<file path="src/shared/i2c_slave_params.svh">
// constants of the two-wire register slave port
`ifndef I2C_SLAVE_PARAMS_SVH
`define I2C_SLAVE_PARAMS_SVH

// slave address for each strap setting {high, low}
`define SLV_ADDR_00 7'h1E
`define SLV_ADDR_01 7'h1D
`define SLV_ADDR_10 7'h1C
`define SLV_ADDR_11 7'h1F

// bit counts within one byte
`define BYTE_BITS 4'h8
`define LAST_TX_BIT 4'h7

// pointer step after each data byte
`define PTR_STEP 8'h01

// synchroniser reset value, lines idle high
`define SYNC_IDLE 3'h7

`endif

</file>
<file path="src/shared/i2c_slave_pkg.sv">
// types of the two-wire register slave port
package i2c_slave_pkg;

    typedef enum logic [5:0] {
        S_IDLE   = 6'h01,
        S_RECV   = 6'h02,
        S_ACK    = 6'h04,
        S_SEND   = 6'h08,
        S_MACK   = 6'h10,
        S_IGNORE = 6'h20
    } slave_state_t;

    typedef enum logic [1:0] {
        PH_ADDR  = 2'h0,
        PH_INDEX = 2'h1,
        PH_DATA  = 2'h2
    } byte_phase_t;

    typedef struct packed {
        slave_state_t st;
        byte_phase_t phase;
        logic [3:0] cnt;
        logic [7:0] shreg;
        logic [7:0] tx;
        logic rw;
        logic mack;
        logic [7:0] ptr;
        logic [7:0] wdata;
        logic wr;
        logic rd;
        logic oe;
        logic sda_o;
        logic busy;
        logic addressed;
    } slave_regs_t;

    localparam slave_regs_t SLAVE_RESET = '{st: S_IDLE, phase: PH_ADDR,
        default: '0};

    typedef struct packed {
        logic s1;
        logic s2;
        logic s3;
    } sync_regs_t;

    typedef struct packed {
        logic [1:0] straps;
        logic [6:0] addr;
    } map_regs_t;

endpackage

</file>
<file path="src/shared/pin_if.sv">
// synchronised level and edges of one input pin
`timescale 1ns/100ps
interface pin_if;
    logic level;
    logic rise;
    logic fall;
    modport src (output level, output rise, output fall);
    modport dst (input level, input rise, input fall);
endinterface

</file>
<file path="src/rtl/pin_sync.sv">
// two-flop synchroniser with edge detection for one pin
`timescale 1ns/100ps
`include "i2c_slave_params.svh"
module pin_sync (
    input wire logic clk,
    input wire logic rst,
    input wire logic pin,
    pin_if.src line
);
    import i2c_slave_pkg::*;

    sync_regs_t q, d;

    // first stage feeds only the second
    always_comb begin
        d.s1 = pin;
        d.s2 = q.s1;
        d.s3 = q.s2;
    end

    always_ff @(posedge clk or posedge rst) begin
        if (rst) begin
            q <= `SYNC_IDLE;
        end else begin
            q <= d;
        end
    end

    assign line.level = q.s2;
    assign line.rise = q.s2 & ~q.s3;
    assign line.fall = ~q.s2 & q.s3;
endmodule

</file>
<file path="src/rtl/addr_map.sv">
// slave address chosen from the two strap levels
`timescale 1ns/100ps
`include "i2c_slave_params.svh"
module addr_map (
    input wire logic clk,
    input wire logic rst,
    pin_if.dst strap_hi,
    pin_if.dst strap_lo,
    output logic [6:0] slave_addr
);
    import i2c_slave_pkg::*;

    map_regs_t q, d;

    always_comb begin
        d.straps = {strap_hi.level, strap_lo.level};
        case (q.straps)
            2'h0: d.addr = `SLV_ADDR_00;
            2'h1: d.addr = `SLV_ADDR_01;
            2'h2: d.addr = `SLV_ADDR_10;
            default: d.addr = `SLV_ADDR_11;
        endcase
    end

    // straps are caught after release, never under reset
    always_ff @(posedge clk or posedge rst) begin
        if (rst) begin
            q <= '0;
        end else begin
            q <= d;
        end
    end

    assign slave_addr = q.addr;
endmodule

</file>
<file path="src/rtl/i2c_register_slave_port.sv">
// two-wire slave port giving a master byte access to a register file
`timescale 1ns/100ps
`include "i2c_slave_params.svh"
module i2c_register_slave_port (
    input wire logic MCLK,
    input wire logic RST,
    input wire logic SCL_IN,
    input wire logic SDA_IN,
    output logic SDA_OUT,
    output logic SDA_OE,
    input wire logic ADDR_STRAP_HIGH,
    input wire logic ADDR_STRAP_LOW,
    output logic [7:0] REG_INDEX,
    output logic [7:0] REG_WDATA,
    output logic REG_WRITE,
    output logic REG_READ,
    input wire logic [7:0] REG_RDATA,
    output logic BUS_BUSY,
    output logic ADDRESSED
);
    import i2c_slave_pkg::*;

    slave_regs_t q, d;
    logic [6:0] slave_addr;
    logic start_cond;
    logic stop_cond;
    logic byte_done;

    pin_if scl_l();
    pin_if sda_l();
    pin_if shi_l();
    pin_if slo_l();

    pin_sync u_scl (
        .clk(MCLK),
        .rst(RST),
        .pin(SCL_IN),
        .line(scl_l)
    );

    pin_sync u_sda (
        .clk(MCLK),
        .rst(RST),
        .pin(SDA_IN),
        .line(sda_l)
    );

    pin_sync u_shi (
        .clk(MCLK),
        .rst(RST),
        .pin(ADDR_STRAP_HIGH),
        .line(shi_l)
    );

    pin_sync u_slo (
        .clk(MCLK),
        .rst(RST),
        .pin(ADDR_STRAP_LOW),
        .line(slo_l)
    );

    addr_map u_map (
        .clk(MCLK),
        .rst(RST),
        .strap_hi(shi_l),
        .strap_lo(slo_l),
        .slave_addr(slave_addr)
    );

    assign start_cond = sda_l.fall & scl_l.level;
    assign stop_cond = sda_l.rise & scl_l.level;
    // eight bits in, ninth pulse is the slot
    assign byte_done = scl_l.fall & (q.cnt == `BYTE_BITS);

    always_comb begin
        d = q;
        d.wr = 1'b0;
        d.rd = 1'b0;
        if (q.rd || q.wr) begin
            d.ptr = q.ptr + `PTR_STEP;
        end
        if (start_cond) begin
            d.st = S_RECV;
            d.phase = PH_ADDR;
            d.cnt = '0;
            d.oe = 1'b0;
            d.busy = 1'b1;
            d.addressed = 1'b0;
        end else if (stop_cond) begin
            d.st = S_IDLE;
            d.oe = 1'b0;
            d.busy = 1'b0;
            d.addressed = 1'b0;
        end else begin
            case (q.st)
                S_IDLE: begin
                    d.oe = 1'b0;
                end
                S_RECV: begin
                    if (scl_l.rise) begin
                        d.shreg = {q.shreg[6:0], sda_l.level};
                        d.cnt = q.cnt + 4'h1;
                    end else if (byte_done) begin
                        d.cnt = '0;
                        case (q.phase)
                            PH_ADDR: begin
                                if (q.shreg[7:1] == slave_addr) begin
                                    d.rw = q.shreg[0];
                                    d.addressed = 1'b1;
                                    d.st = S_ACK;
                                    d.oe = 1'b1;
                                end else begin
                                    d.st = S_IGNORE;
                                end
                            end
                            PH_INDEX: begin
                                d.ptr = q.shreg;
                                d.st = S_ACK;
                                d.oe = 1'b1;
                            end
                            default: begin
                                d.wdata = q.shreg;
                                d.wr = 1'b1;
                                d.st = S_ACK;
                                d.oe = 1'b1;
                            end
                        endcase
                    end
                end
                S_ACK: begin
                    // hold low only until clock falls
                    if (scl_l.fall) begin
                        d.cnt = '0;
                        if (q.rw) begin
                            d.tx = REG_RDATA;
                            d.rd = 1'b1;
                            d.st = S_SEND;
                            d.oe = ~REG_RDATA[7];
                        end else begin
                            d.st = S_RECV;
                            d.oe = 1'b0;
                            if (q.phase == PH_ADDR) begin
                                d.phase = PH_INDEX;
                            end else begin
                                d.phase = PH_DATA;
                            end
                        end
                    end
                end
                S_SEND: begin
                    if (scl_l.fall) begin
                        if (q.cnt == `LAST_TX_BIT) begin
                            d.st = S_MACK;
                            d.oe = 1'b0;
                            d.cnt = '0;
                        end else begin
                            d.tx = {q.tx[6:0], 1'b0};
                            d.oe = ~q.tx[6];
                            d.cnt = q.cnt + 4'h1;
                        end
                    end
                end
                S_MACK: begin
                    if (scl_l.rise) begin
                        d.mack = ~sda_l.level;
                    end else if (scl_l.fall) begin
                        if (q.mack) begin
                            d.tx = REG_RDATA;
                            d.rd = 1'b1;
                            d.st = S_SEND;
                            d.oe = ~REG_RDATA[7];
                        end else begin
                            d.st = S_IGNORE;
                        end
                    end
                end
                S_IGNORE: begin
                    d.oe = 1'b0;
                end
                default: begin
                    d = SLAVE_RESET;
                end
            endcase
        end
    end

    always_ff @(posedge MCLK or posedge RST) begin
        if (RST) begin
            q <= SLAVE_RESET;
        end else begin
            q <= d;
        end
    end

    // open drain: only ever drives low; clock pin is never driven
    assign SDA_OUT = q.sda_o;
    assign SDA_OE = q.oe;
    assign REG_INDEX = q.ptr;
    assign REG_WDATA = q.wdata;
    assign REG_WRITE = q.wr;
    assign REG_READ = q.rd;
    assign BUS_BUSY = q.busy;
    assign ADDRESSED = q.addressed;
endmodule

</file>
<file path="config.mk">
export PLATFORM = sky130hd
export DESIGN_NAME = i2c_register_slave_port
export DESIGN_NICKNAME = d
export VERILOG_FILES = /design/src/shared/i2c_slave_pkg.sv /design/src/shared/pin_if.sv /design/src/rtl/pin_sync.sv /design/src/rtl/addr_map.sv /design/src/rtl/i2c_register_slave_port.sv
export VERILOG_INCLUDE_DIRS = /design/src /design/src/shared
export SDC_FILE = /design/constraint.sdc
export NUM_CORES = 1
export LEC_CHECK = 0
export BUFFER_PORTS_ARGS = -buffer_cell sky130_fd_sc_hd__buf_2
export CORE_MARGIN = 8
export CORE_UTILIZATION = 50
export DETAILED_ROUTE_END_ITERATION = 10
export GPL_TIMING_DRIVEN = 0
export PLACE_DENSITY = 0.72
export SLEW_MARGIN = 5
export SYNTH_ARGS = -nofsm -noshare
export SYNTH_HDL_FRONTEND = slang
export SYNTH_SLANG_ARGS = --single-unit
</file>
<file path="constraint.sdc">
create_clock -name MCLK -period 2.36 [get_ports MCLK]
set_input_delay 0.118 -clock MCLK [delete_from_list [all_inputs] [get_ports MCLK]]
set_output_delay 0.118 -clock MCLK [all_outputs]
set_load 0.05 [all_outputs]
</file>
* Yosys cells after proc, flatten, opt, wreduce, memory -nomap -nowiden
Index checks and enable logic that the tools add are counted.
Word-level totals: bits in registers 66, input port bits 14, output and inout bits 22, word-level logic and storage cells 185
Operators by class: add/subtract/negate cells 2, equal/unequal tests 47, muxes and demuxes 71, bitwise logic cells 18, reductions and logical operators 21
Operator list (number):
- 2-to-1 mux 8 bit | 10
- 2-to-1 mux 6 bit | 10
- != test 4 bit, second input constant | 11
- 2-to-1 mux 42 bit | 1
- 2-to-1 mux 17 bit | 2
- case mux 17 bit (2 select lines) | 1
- case mux 8 bit (4 select lines) | 1
- != test 2 bit, second input constant | 15
- case mux 6 bit (5 select lines) | 1
- 2-to-1 mux 12 bit | 2
- 2-to-1 mux 4 bit | 5
- 2-to-1 mux 1 bit | 19
- 2-to-1 mux 18 bit | 1
- 2-to-1 mux 2 bit | 8
- case mux 4 bit (4 select lines) | 1
- case mux 8 bit (2 select lines) | 1
- AND reduction 8 bit | 2
- OR reduction 5 bit | 3
- AND reduction 4 bit | 3
- NOT 1 bit | 11
- AND reduction 10 bit | 1
- AND reduction 5 bit | 2
- 2-to-1 mux 9 bit | 1
- != test 3 x 1 -> 1 bit, second input constant | 3
- 28 further kinds | 44

* Longest topological paths before layout
Gate-level depths: netlist of run 1.
depth in word-level cells 8, mapped depth 9, mapped depth without buffers 8

* Cells and area by module
From an unflattened synthesis of run 1, not the netlist that was laid out.
Second synthesis, totals: cells, all modules 356, area total of the unflattened synthesis 3684.8 µm²
Modules (own cells, without submodules):
- i2c_register_slave_port | times used 1, cells each 313, area each 3070.4 µm², sequential area each 1252.5 µm²
- pin_sync | times used 4, cells each 6, area each 97.6 µm², sequential area each 78.8 µm²
- addr_map | times used 1, cells each 19, area each 224.0 µm², sequential area each 125.1 µm²

* Worst setup path after synthesis of run 1
Ideal clock, no wire load.
path kind register -> register, from register u_scl.q (netlist bit u_scl.line.level), to register q[43] (netlist name), library setup time 0.081 ns, arrival 2.249 ns, data required time 2.279 ns, path slack 0.031 ns, stages on the path, launching flop included 10, buffers on the path 3, period minus slack after synthesis 2.329 ns, cell sequence dfstp_2 -> buf_6 -> nand2b_4 -> buf_6 -> nor3_4 -> a2111oi_1 -> or4b_1 -> buf_2 -> or4_4 -> o211ai_2
Between the ends: longest elaborated chain between the ends 5, elaborated cells on any way between the ends 16, those cells by class eq/ne (5); mux (4); bitwise (6); reduce/logical (1)
RTL lines:
- from (decl) | line pin_sync.sv:12 | sync_regs_t q, d;
- from (signal assigned) | line pin_sync.sv:23 | q <= `SYNC_IDLE;
- AND 1 bit / NOT 1 bit (equally long branches) | line pin_sync.sv:30, pin_sync.sv:31
- 2-to-1 mux 4 bit / AND 1 bit (equally long branches) | line i2c_register_slave_port.sv:100, pin_sync.sv:31
- case mux 4 bit (4 select lines) / AND 1 bit (equally long branches) | line i2c_register_slave_port.sv:95, i2c_register_slave_port.sv:73
- 2-to-1 mux 42 bit / != test 4 bit (equally long branches)
- 2-to-1 mux 12 bit / AND reduction 5 bit (equally long branches)
- to (signal assigned) | line i2c_register_slave_port.sv:189 | q <= SLAVE_RESET;
- to (signal assigned) | line i2c_register_slave_port.sv:191 | q <= d;
- to (decl) | line i2c_register_slave_port.sv:23 | slave_regs_t q, d;
Several ways; a longest one is shown, not always the timed one. The select of a mux whose other input is x is not followed. A chain may end at the register's enable or synchronous reset.

* Final worst setup path of run 1
from register q[46] (netlist name), to register q[44] (netlist name)
Between the ends: longest elaborated chain between the ends 5, elaborated cells on any way between the ends 14, those cells by class eq/ne (9); mux (3); reduce/logical (2)
RTL lines:
- equality test 6 x 5 -> 1 bit, or another cell as far along | line i2c_register_slave_port.sv:95 | case (q.st)
- OR reduction 5 bit (no source line)
- case mux 2 bit (2 select lines) | line i2c_register_slave_port.sv:95
- 2-to-1 mux 42 bit | line i2c_register_slave_port.sv:89 | end else if (stop_cond) begin
- 2-to-1 mux 12 bit | line i2c_register_slave_port.sv:82 | if (start_cond) begin
Several ways; a longest one is shown, not always the timed one. The select of a mux whose other input is x is not followed.

==> out/qor.txt, run 1 <==
status: finished clean
clock slew at reported path FFs: 80 ps
Worst VDD drop: 0.000431 V
filler cell count: 549
DRT antenna net count: 0
Total Power: 0.00317 W
GR Layer Usage met1: 23.3%
Synth cell types: 63
crit share post-route: 99.9%
Vias/cell: 5.91
CTS tree: yes
most frequent cells in the layout: dfrtp_1 (51), buf_4 (41), buf_2 (35), nand2_1 (28), o21ai_0 (21)
Leakage: 2.07 nW
Worst Skew: 10.2 ps
number of enable flip-flop cells after synthesis: 0
maxcap violations: 0
Ports: 36
Power Density: 722 nW/µm²
#FFs+latches synth: 65
Crit-path slowest cell: dfstp_2
drt first pass iters: 5
n_diodes: 0
dpl hpwl: 5810 µm
Die Area: 9860 µm²
Synth Cell Area: 3470 µm²
Hold Path Class: input port to flop
Tightest Pin Transition: 683 ps
Final Hold Viols: 0
cells after synthesis: 343
slowest stage delay, CP: 600 ps
vias in the first global route: 2,854
Peak Freq: 0.424 GHz
initial antenna violation count: 0
CP Data Required Time: 2580 ps
Starting Density: 51.4%
Gate power share: 30.4%
Routability Congestion: 0.887
crit path DAT: 2580 ps
cells along the critical path: xor2_2, o211ai_1, buf_4, buf_4, buf_6, buf_6, buf_6, o211ai_1, nand2_1, o2bb2ai_1, mux2_2
Syn Area/Cell: 10.1 µm²
cell-internal power: 0.00218 W
net switching power: 0.000992 W
Max-slew headroom: 54.3%
Register Area: 1640 µm²
sequential power share: 37.9%
Root Buffer: clkbuf_8
worst hold start: REG_RDATA[0]
R2R Path Start: q[46]$_DFFE_PP1P_
min Tclk post-route: 2360 ps
WL/cell: 17.5 µm
Clock Latency Late Sink: 340 ps
first-pass GRT wire length: 14,100 µm
Synth Net Count: 362
predominant post-synthesis flop cell: dfrtp_1
1st-iter DRT viols: 235
Setup CP Type: flop to flop
hold slack final: 22.8 ps
FP Rows: 30
placed insts: 458
Clock Power Share: 31.7%
GRT Max-Usage Layer: met2
post-route cell area: 4390 µm²
Die Wd: 99.3 µm
Num CTS Buffers: 9
detailed-route DRC error count: 0
GRT met2 Usage: 28.0%
Bufs on Longest Clock Path: 2
most used cell, CP: buf_6
fin cells: 497
port bufs: 34
Multi-input gate area: 1760 µm²
Worst Setup Start Kind: flop
die height: 99.3 µm
Switching Share: 31.3%
core box area: 6760 µm²
clk sinks: 65
Util after Layout: 64.9%
Slew Limit Fails: 0
grt ovf: 0
Total GRT Usage: 17.8%
Setup Viol. Count Final: 0
Synth async-reset ratio: 100%
vias: 2,938
Detailed Route WL: 8710 µm
fraction of layout cells with a size suffix above 1: 38.1%
Worst setup EP type: flop
Synth-to-Final Area Change: 26.4%
sequential-to-total area share from yosys stat: 47.3%
met3 usage: 4.33%
RSZ-0062 raised after global routing: true
Net count, final: 431
crit path from: q[46]$_DFFE_PP1P_
commonest non-fill, non-tap cell in the layout: dfrtp_1
Worst Path Max Fanout: 5
largest net degree at the start of global routing: 42
yosys warns: 0
H-tree depth: 3
Placed Instance Area: 3760 µm²
cell type report:
class	instances	area share (%)
Clock buffer	12	3.76
Multi-Input combinational cell	236	40.1
Sequential cell	65	37.5
Timing Repair Buffer	62	9.50
Inverter	9	0.770
Buffer	29	4.99
Tap cell	80	2.28
Clock inverter	4	1.14
repair_timing:
action | in CTS | in global routing
pin swaps | 8 | 9
setup buffers | 12 | 10
hold buffers | 5 | 0
endpoints found under the setup margin | 28 | 44
hold endpoints to repair | 21 | 0
gates resized for setup | 21 | 38
cell usage after synthesis, types with 6 or more instances:
master	n	area share [%]
dfrtp_1	54	39
nand2_1	28	3.0
o21ai_0	26	3.7
nor2_1	24	2.6
a22o_1	19	4.8
buf_4	17	3.7
dfstp_2	11	8.3
xor2_1	11	2.8
buf_2	9	1.3
inv_1	9	0.97
a21oi_1	8	1.2
mux2_2	8	2.6
nand3_1	8	1.2
o211ai_1	8	1.7
and3_1	6	1.1
nor3_1	6	0.87
kinds of logic after synthesis:
| family | synth area share, % |
|---|---|
| AOI/OAI and AO/OA | 19.9 |
| xor gates and xnor gates | 3.28 |
| adders and majority gates | 1.80 |
| buffers and inverters | 7.14 |
| DFF | 47.3 |
| muxes | 4.04 |
| other | 0.216 |
| and+or+nand+nor | 16.3 |
power groups by stage:
stage	combinational, W	sequential [W]	clock (W)
after floorplan	0.000445	0.00123	0
after global placement	0.000611	0.00121	0
after detailed placement	0.000628	0.00121	0
after CTS	0.000810	0.00120	0.00103
after global routing	0.00102	0.00121	0.00106
final	0.000963	0.00120	0.00100
path summary, 6_finish.rpt:
path                                                   end  slack (ps)  cells after the start
worst max-delay path                     q[44]$_DFFE_PP0P_           4                     11
worst min-delay path                     q[24]$_DFFE_PP0P_          20                      3
worst max register to register           q[44]$_DFFE_PP0P_           4                     11
worst min register to register  u_shi.line.level$_DFF_PP1_         360                      0
max in group asynchronous             u_shi.d[1]$_DFF_PP1_        1320                      4
min in group asynchronous                q[22]$_DFFE_PP0P_         380                      3
metal layers:
| layer | wire (µm) | up-vias | share of wire [%] |
|---|---|---|---|
| met3 | 531 | 13 | 6.1 |
| met4 | 120 | 0 | 1.4 |
| met2 | 4180 | 101 | 48 |
| met1 | 3880 | 1455 | 44 |
| met5 | 0 | - | 0 |
| li1 | - | 1369 | - |
flip-flops by register name, summed over array words and instances, names as in the netlist:
register          count
ADDRESSED             1
BUS_BUSY              1
REG_INDEX             8
REG_READ              1
REG_WDATA             8
REG_WRITE             1
SDA_OE                1
q                    29
u_map.q               2
u_map.slave_addr      3
u_scl.d               1
u_scl.line.level      1
u_scl.q               1
u_sda.d               1
u_sda.line.level      1
u_sda.q               1
u_shi.d               1
u_shi.line.level      1
u_slo.d               1
u_slo.line.level      1
per-stage QoR:
stage / setup TNS (ps) / setup WS [ps]
2_1_floorplan: 0 / 30.7
3_3_place_gp: -7410 / -169
3_5_place_dp: -2480 / -266
4_1_cts: -19.3 / -19.3
5_1_grt: -78.1 / -33.0
6_report: 0 / 3.53
worst max-delay path: cells and delay by family (launching register included):
kind | cells | cell delay [ps]
buffers and inverters | 5 | 600
xor gates and xnor gates | 1 | 180
and+or+nand+nor | 1 | 120
DFF | 1 | 600
muxes | 1 | 270
AOI/OAI and AO/OA | 3 | 460
Power figures use the tool's default switching activity.
==> run 2: changes to the inputs <==
--- a/config.mk
+++ b/config.mk
@@ -8,10 +8,10 @@
 export LEC_CHECK = 0
 export BUFFER_PORTS_ARGS = -buffer_cell sky130_fd_sc_hd__buf_2
 export CORE_MARGIN = 8
-export CORE_UTILIZATION = 50
+export CORE_UTILIZATION = 53
 export DETAILED_ROUTE_END_ITERATION = 10
 export GPL_TIMING_DRIVEN = 0
-export PLACE_DENSITY = 0.72
+export PLACE_DENSITY = 0.76
 export SLEW_MARGIN = 5
 export SYNTH_ARGS = -nofsm -noshare
 export SYNTH_HDL_FRONTEND = slang
==> out/qor.txt, run 2 (same netlist as run 1, synthesis figures left out) <==
RSZ-0062 raised after global routing: true (unchanged)
status: finished with violations (was finished clean)
Crit-path slowest cell: dfrtp_1 (was dfstp_2)
fraction of layout cells with a size suffix above 1: 36.0% (was 38.1%)
instance count on the critical path: 11 (unchanged)
Multi-input gate area: 1720 µm² (was 1760 µm²)
net switching power: 0.000999 W (was 0.000992 W)
Synth-to-Final Area Change: 23.3% (was 26.4%)
largest net degree at the start of global routing: 66 (was 42)
Clock Power Share: 30.6% (was 31.7%)
clk sinks: 65 (unchanged)
Routability Congestion: 0.879 (was 0.887)
Root Buffer: clkbuf_8 (unchanged)
maxcap violations: 0 (unchanged)
Final Hold Viols: 0 (unchanged)
Total GRT Usage: 18.1% (was 17.8%)
Peak Freq: 0.422 GHz (was 0.424 GHz)
Power Density: 727 nW/µm² (was 722 nW/µm²)
most frequent cells in the layout: dfrtp_1 (52), buf_2 (40), buf_4 (36), nand2_1 (28), o21ai_0 (22) (was dfrtp_1 (51), buf_4 (41), buf_2 (35), nand2_1 (28), o21ai_0 (21))
port bufs: 34 (unchanged)
Switching Share: 32.1% (was 31.3%)
min Tclk post-route: 2370 ps (was 2360 ps)
WL/cell: 16.9 µm (was 17.5 µm)
Worst Skew: 8.42 ps (was 10.2 ps)
fin cells: 491 (was 497)
Register Area: 1640 µm² (about the same)
placed insts: 454 (was 458)
1st-iter DRT viols: 274 (was 235)
max reg flops: 29 (unchanged)
dpl hpwl: 5680 µm (was 5810 µm)
vias in the first global route: 2,767 (was 2,854)
CTS tree: yes (unchanged)
crit share post-route: 101% (was 99.9%)
Setup CP Type: flop to flop (unchanged)
Max-slew headroom: 49.1% (was 54.3%)
detailed-route DRC error count: 0 (unchanged)
dpl ws: -201 ps (was -266 ps)
Util after Layout: 67.4% (was 64.9%)
n_diodes: 0 (unchanged)
core box area: 6350 µm² (was 6760 µm²)
first-pass GRT wire length: 13,900 µm (was 14,100 µm)
GRT Max-Usage Layer: met2 (unchanged)
CP Data Required Time: 2590 ps (was 2580 ps)
Tightest Pin Transition: 764 ps (was 683 ps)
H-tree depth: 3 (unchanged)
cell-internal power: 0.00211 W (was 0.00218 W)
Gate power share: 30.7% (was 30.4%)
hold path cells: 3 (unchanged)
Setup Viol. Count Final: 1 (was 0)
Clock Latency Late Sink: 350 ps (was 340 ps)
die height: 96.9 µm (was 99.3 µm)
Leakage: 2.05 nW (was 2.07 nW)
cells along the critical path: buf_2, nor3_1, o211ai_1, buf_4, buf_4, buf_6, buf_6, o211ai_1, nand2_1, o2bb2ai_2, mux2_4 (was xor2_2, o211ai_1, buf_4, buf_4, buf_6, buf_6, buf_6, o211ai_1, nand2_1, o2bb2ai_1, mux2_2)
met3 usage: 5.19% (was 4.33%)
Worst setup EP type: flop (unchanged)
Net count, final: 428 (was 431)
failing checks: setup timing
Vias/cell: 5.78 (was 5.91)
Die Wd: 96.9 µm (was 99.3 µm)
filler cell count: 511 (was 549)
FP Rows: 29 (was 30)
initial antenna violation count: 0 (unchanged)
slowest stage delay, CP: 410 ps (was 600 ps)
Die Area: 9390 µm² (was 9860 µm²)
fin worst setup slack: -12.2 ps (was 3.53 ps)
Hold Path Class: input port to flop (unchanged)
drt first pass iters: 4 (was 5)
Worst VDD drop: 0.000569 V (was 0.000431 V)
GRT met2 Usage: 28.1% (was 28.0%)
Worst Setup Start Kind: flop (unchanged)
clock slew at reported path FFs: 80 ps (about the same)
Worst Path Max Fanout: 10 (was 5)
Bufs on Longest Clock Path: 2 (unchanged)
grt ovf: 0 (unchanged)
GR Layer Usage met1: 23.2% (was 23.3%)
vias: 2,839 (was 2,938)
crit path DAT: 2610 ps (was 2580 ps)
crit path buf inv count: 5 (unchanged)
commonest non-fill, non-tap cell in the layout: dfrtp_1 (unchanged)
Slew Limit Fails: 0 (unchanged)
r2r worst-path depth: 11 (unchanged)
Ports: 36 (unchanged)
DRT antenna net count: 0 (unchanged)
Crit path max-delay family: buffers and inverters (was flip-flops)
Detailed Route WL: 8290 µm (was 8710 µm)
Num CTS Buffers: 9 (unchanged)
Most flops, register: q (unchanged)
Setup TNS: -12.2 ps (was 0 ps)
Starting Density: 54.7% (was 51.4%)
sequential power share: 38.7% (was 37.9%)
==> run 2: cell count changes in the layout (fill, tap and decap cells not counted), moves of 2 or more <==
cell       before  now
buf_4          41   36
a2111oi_1       0    2
inv_6           0    2
nand2b_2        2    0
clkinv_4        0    2
clkbuf_8       12    9
buf_2          35   40
==> run 2: metal layers <==
| metal | up-vias | routed length [µm] |
|---|---|---|
| met5 | - | 0 |
| met4 | 0 | 110 |
| met3 | 14 | 571 |
| met2 | 86 | 3930 |
| met1 | 1378 | 3680 |
| li1 | 1361 | - |
==> run 2: area by class of cell <==
| type | count | area share (%) |
|---|---|---|
| Tap cell | 77 | 2.25 |
| Sequential cell | 65 | 38.4 |
| Inverter | 9 | 0.848 |
| Multi-Input combinational cell | 236 | 40.1 |
| Clock inverter | 7 | 1.81 |
| Clock buffer | 9 | 2.90 |
| Buffer | 29 | 4.83 |
| Timing Repair Buffer | 59 | 8.83 |
==> run 2: power groups by stage <==
stage	combinational [W]	sequential [W]	clock [W]
floorplan	0.000445	0.00123	0
global placement	0.000611	0.00121	0
detailed placement	0.000621	0.00122	0
CTS	0.000773	0.00120	0.000976
global route	0.00105	0.00121	0.00102
finish	0.000954	0.00120	0.000952
==> run 2: worst register-to-register path, stage by stage (launching register included) <==
cell	delay (ps)
dfrtp_1	410
buf_2	190
nor3_1	200
o211ai_1	170
buf_4	170
buf_4	130
buf_6	100
buf_6	110
o211ai_1	180
nand2_1	150
o2bb2ai_2	150
mux2_4	290
==> run 2: per-stage QoR <==
stage | total power [W] | cell area, µm² | hold slack (ps)
detailed placement | 0.00184 | 3740 | 227
CTS | 0.00295 | 4130 | 3.59
finish | 0.00311 | 4280 | 9.01
global placement | 0.00182 | 3740 | 223
floorplan | 0.00168 | 3470 | 122
global route | 0.00327 | 4280 | 16.9
==> run 2: path summary, 6_finish.rpt <==
path                                      startpoint                         end  slack [ps]
max in group asynchronous                        RST           q[51]$_DFFE_PP0P_        1350
worst max-delay path               q[47]$_DFFE_PP0P_           q[44]$_DFFE_PP0P_         -10
worst min register to register  u_slo.d[1]$_DFF_PP1_  u_slo.line.level$_DFF_PP1_         350
worst max register to register     q[47]$_DFFE_PP0P_           q[44]$_DFFE_PP0P_         -10
worst min-delay path                    REG_RDATA[0]           q[24]$_DFFE_PP0P_           9
min in group asynchronous                        RST        u_map.q[8]$_DFF_PP0_         470
==> run 2: repair_timing <==
item,in CTS,in global routing
hold buffers,5,0
buffers inserted,9,12
pin swaps,7,9
setup endpoints to repair,21,39
cloned,0,0
endpoints found under the hold margin,58,0
resized for setup,17,25
==> run 3: changes to the inputs <==
--- a/config.mk
+++ b/config.mk
@@ -6,6 +6,7 @@
 export SDC_FILE = /design/constraint.sdc
 export NUM_CORES = 1
 export LEC_CHECK = 0
+export ABC_AREA = 1
 export BUFFER_PORTS_ARGS = -buffer_cell sky130_fd_sc_hd__buf_2
 export CORE_MARGIN = 8
 export CORE_UTILIZATION = 53
==> out/qor.txt, run 3 <==
clk sinks: 65 (unchanged)
Root Buffer: clkbuf_8 (unchanged)
Synth cell types: 34 (was 63)
detailed-route DRC error count: 0 (unchanged)
Max-slew headroom: 65.1% (was 49.1%)
DRT antenna net count: 0 (unchanged)
Worst setup EP type: flop (unchanged)
Worst Skew: 7.28 ps (was 8.42 ps)
clock slew at reported path FFs: 80 ps (about the same)
fin worst setup slack: 448 ps (was -12.2 ps)
vias: 2,964 (was 2,839)
Critical R2R Capture: q[37]$_DFFE_PP0P_ (was q[44]$_DFFE_PP0P_)
Crit-path slowest cell: dfstp_2 (was dfrtp_1)
first-pass GRT wire length: 13,000 µm (was 13,900 µm)
Leakage: 2.16 nW (was 2.05 nW)
FP Rows: 30 (was 29)
initial antenna violation count: 0 (unchanged)
core box area: 6680 µm² (was 6350 µm²)
Post-CTS Setup Repair Bufs: 0 (was 9)
Synth Cell Area: 3600 µm² (was 3470 µm²)
number of enable flip-flop cells after synthesis: 0 (unchanged)
dpl hpwl: 5500 µm (was 5680 µm)
most frequent cells after synthesis: nand2_1 (120), dfrtp_1 (54), inv_1 (49) (was dfrtp_1 (54), nand2_1 (28), o21ai_0 (26))
Peak Freq: 0.523 GHz (was 0.422 GHz)
Syn Area/Cell: 8.08 µm² (was 10.1 µm²)
drt first pass iters: 6 (was 4)
CP Data Required Time: 2610 ps (was 2590 ps)
commonest non-fill, non-tap cell in the layout: nand2_1 (was dfrtp_1)
RSZ-0062 raised after global routing: false (was true)
predominant post-synthesis flop cell: dfrtp_1 (unchanged)
Worst VDD drop: 0.000474 V (was 0.000569 V)
Starting Density: 53.8% (was 54.7%)
top cells by area, synth: dfrtp_1 (38%), nand2_1 (13%), dfstp_2 (8.0%) (was dfrtp_1 (39%), dfstp_2 (8.3%), a22o_1 (4.8%))
cells along the critical path: inv_1, nand3_1, nand2_2, inv_2, buf_2, nand2_2, nor2_8, inv_2, nand2_1, nand2_1 (was buf_2, nor3_1, o211ai_1, buf_4, buf_4, buf_6, buf_6, o211ai_1, nand2_1, o2bb2ai_2, mux2_4)
worst hold start: REG_RDATA[0] (unchanged)
Bufs on Longest Clock Path: 2 (unchanged)
sequential-to-total area share from yosys stat: 45.6% (was 47.3%)
r2r worst-path depth: 10 (was 11)
biggest area consumer among synthesized cells: dfrtp_1 (unchanged)
min Tclk post-route: 1910 ps (was 2370 ps)
Util after Layout: 62.0% (was 67.4%)
Worst Setup Start Kind: flop (unchanged)
Ports: 36 (unchanged)
Setup crit end: q[37]$_DFFE_PP0P_ (was q[44]$_DFFE_PP0P_)
post-synth top area share: 37.6% (was 38.9%)
Routability Congestion: 0.968 (was 0.879)
H-tree depth: 3 (unchanged)
n_diodes: 0 (unchanged)
Hold Path Class: input port to flop (unchanged)
R2R Path Start: u_sda.line.level$_DFF_PP1_ (was q[47]$_DFFE_PP0P_)
crit share post-route: 81.0% (was 101%)
post-route cell area: 4140 µm² (was 4280 µm²)
Total GRT Usage: 16.4% (was 18.1%)
port bufs: 34 (unchanged)
die height: 98.4 µm (was 96.9 µm)
most frequent cells in the layout: nand2_1 (120), dfrtp_1 (54), inv_1 (48), buf_2 (37), nor2_1 (35) (was dfrtp_1 (52), buf_2 (40), buf_4 (36), nand2_1 (28), o21ai_0 (22))
Clock Latency Late Sink: 350 ps (about the same)
vias in the first global route: 2,928 (was 2,767)
Placed Instance Area: 3890 µm² (was 3740 µm²)
Num CTS Buffers: 9 (unchanged)
Tightest Pin Transition: 523 ps (was 764 ps)
Net count, final: 515 (was 428)
fraction of layout cells with a size suffix above 1: 25.7% (was 36.0%)
largest net degree at the start of global routing: 43 (was 66)
Synth Net Count: 464 (was 362)
crit path DAT: 2160 ps (was 2610 ps)
Setup CP Type: flop to flop (unchanged)
maxcap violations: 0 (unchanged)
Detailed Route WL: 7450 µm (was 8290 µm)
CTS tree: yes (unchanged)
Slew Limit Fails: 0 (unchanged)
cells after synthesis: 445 (was 343)
Vias/cell: 5.10 (was 5.78)
Worst R2R Setup Slack: 450 ps (was -10 ps)
max reg flops: 29 (unchanged)
slowest stage delay, CP: 560 ps (was 410 ps)
Total Power: 0.00288 W (was 0.00311 W)
Worst Path Max Fanout: 10 (unchanged)
Most flops, register: q (unchanged)
status: finished clean (was finished with violations)
Die Area: 9680 µm² (was 9390 µm²)
1st-iter DRT viols: 214 (was 274)
crit path from: u_sda.line.level$_DFF_PP1_ (was q[47]$_DFFE_PP0P_)
WL/cell: 12.8 µm (was 16.9 µm)
#FFs+latches synth: 65 (unchanged)
Power Density: 694 nW/µm² (was 727 nW/µm²)
Synth async-reset ratio: 100% (unchanged)
dpl ws: 476 ps (was -201 ps)
Synth-to-Final Area Change: 15.2% (was 23.3%)
yosys warns: 0 (unchanged)
Final Hold Viols: 0 (unchanged)
grt ovf: 0 (unchanged)
most frequent cell after synthesis: nand2_1 (was dfrtp_1)
Die Wd: 98.4 µm (was 96.9 µm)
Setup Viol. Count Final: 0 (was 1)
==> run 3: cells by family (layout without fill, tap and decap cells) <==
kind of cell / after synthesis / after routing / share of synthesized area [%]
AND/OR/NAND/NOR: 238 / 238 / 32.6
buffers and inverters: 77 / 133 / 10.3
flip-flops: 65 / 65 / 45.6
AO/OA/AOI/OAI: 56 / 56 / 8.98
adder cells (fa/ha/maj): 5 / 5 / 1.74
other: 2 / 2 / 0.209
XOR/XNOR: 2 / 2 / 0.487
==> run 3: report_power, final <==
part	switching [W]	total (W)	internal, W
sequential	0.0000314	0.00119	0.00116
clock	0.000493	0.00100	0.000510
combinational	0.000484	0.000680	0.000196
total	0.00101	0.00288	0.00187
==> run 3: worst max-delay path, delay by kind of cell, from the launching register on <==
| family | cells | cell delay (ps) |
|---|---|---|
| AND/OR/NAND/NOR | 6 | 740 |
| flip-flops | 1 | 560 |
| buffers and inverters | 4 | 510 |
==> run 3: final cells by class <==
cell class | count | area (µm²)
fillers | 586 | 2540
flip-flops and latches | 65 | 1640
multi-input cells | 303 | 1580
repair buffers | 40 | 240
inverters | 55 | 206
plain buffers | 22 | 165
clock buffers | 9 | 124
well taps | 80 | 100
clock inverters | 7 | 83.8
==> run 3: how the worst min path moves through the flow <==
stage,to,slack [ps],depth (start not counted)
floorplan,u_scl.d[1]$_DFF_PP1_,120,0
global placement,u_scl.d[1]$_DFF_PP1_,220,1
detailed placement,q[41]$_DFFE_PP0P_,180,2
CTS,q[24]$_DFFE_PP0P_,5,3
global route,q[24]$_DFFE_PP0P_,40,3
finish,q[24]$_DFFE_PP0P_,20,3
==> run 3: through the flow <==
step,hold slack (ps),TNS (ps),std cells
global route,45.0,0,581
detailed placement,181,0,560
global placement,222,-3340,559
floorplan,122,0,445
CTS,5.06,0,581
finish,16.1,0,581
==> run 3: repair_timing <==
| item | in CTS | in global routing |
|---|---|---|
| hold buffers | 5 | 0 |
| gates resized for setup | 0 | 0 |
| endpoints found under the hold margin | 21 | 0 |
==> run 3: layer usage <==
layer	wire [µm]	global-route usage [%]	vias to the layer above	share of wire [%]
met5	0	0	-	0
met4	162	7.20	0	2.2
met3	308	3.98	17	4.1
met2	3510	26.5	70	47
met1	3460	20.2	1368	47
li1	-	-	1509	-
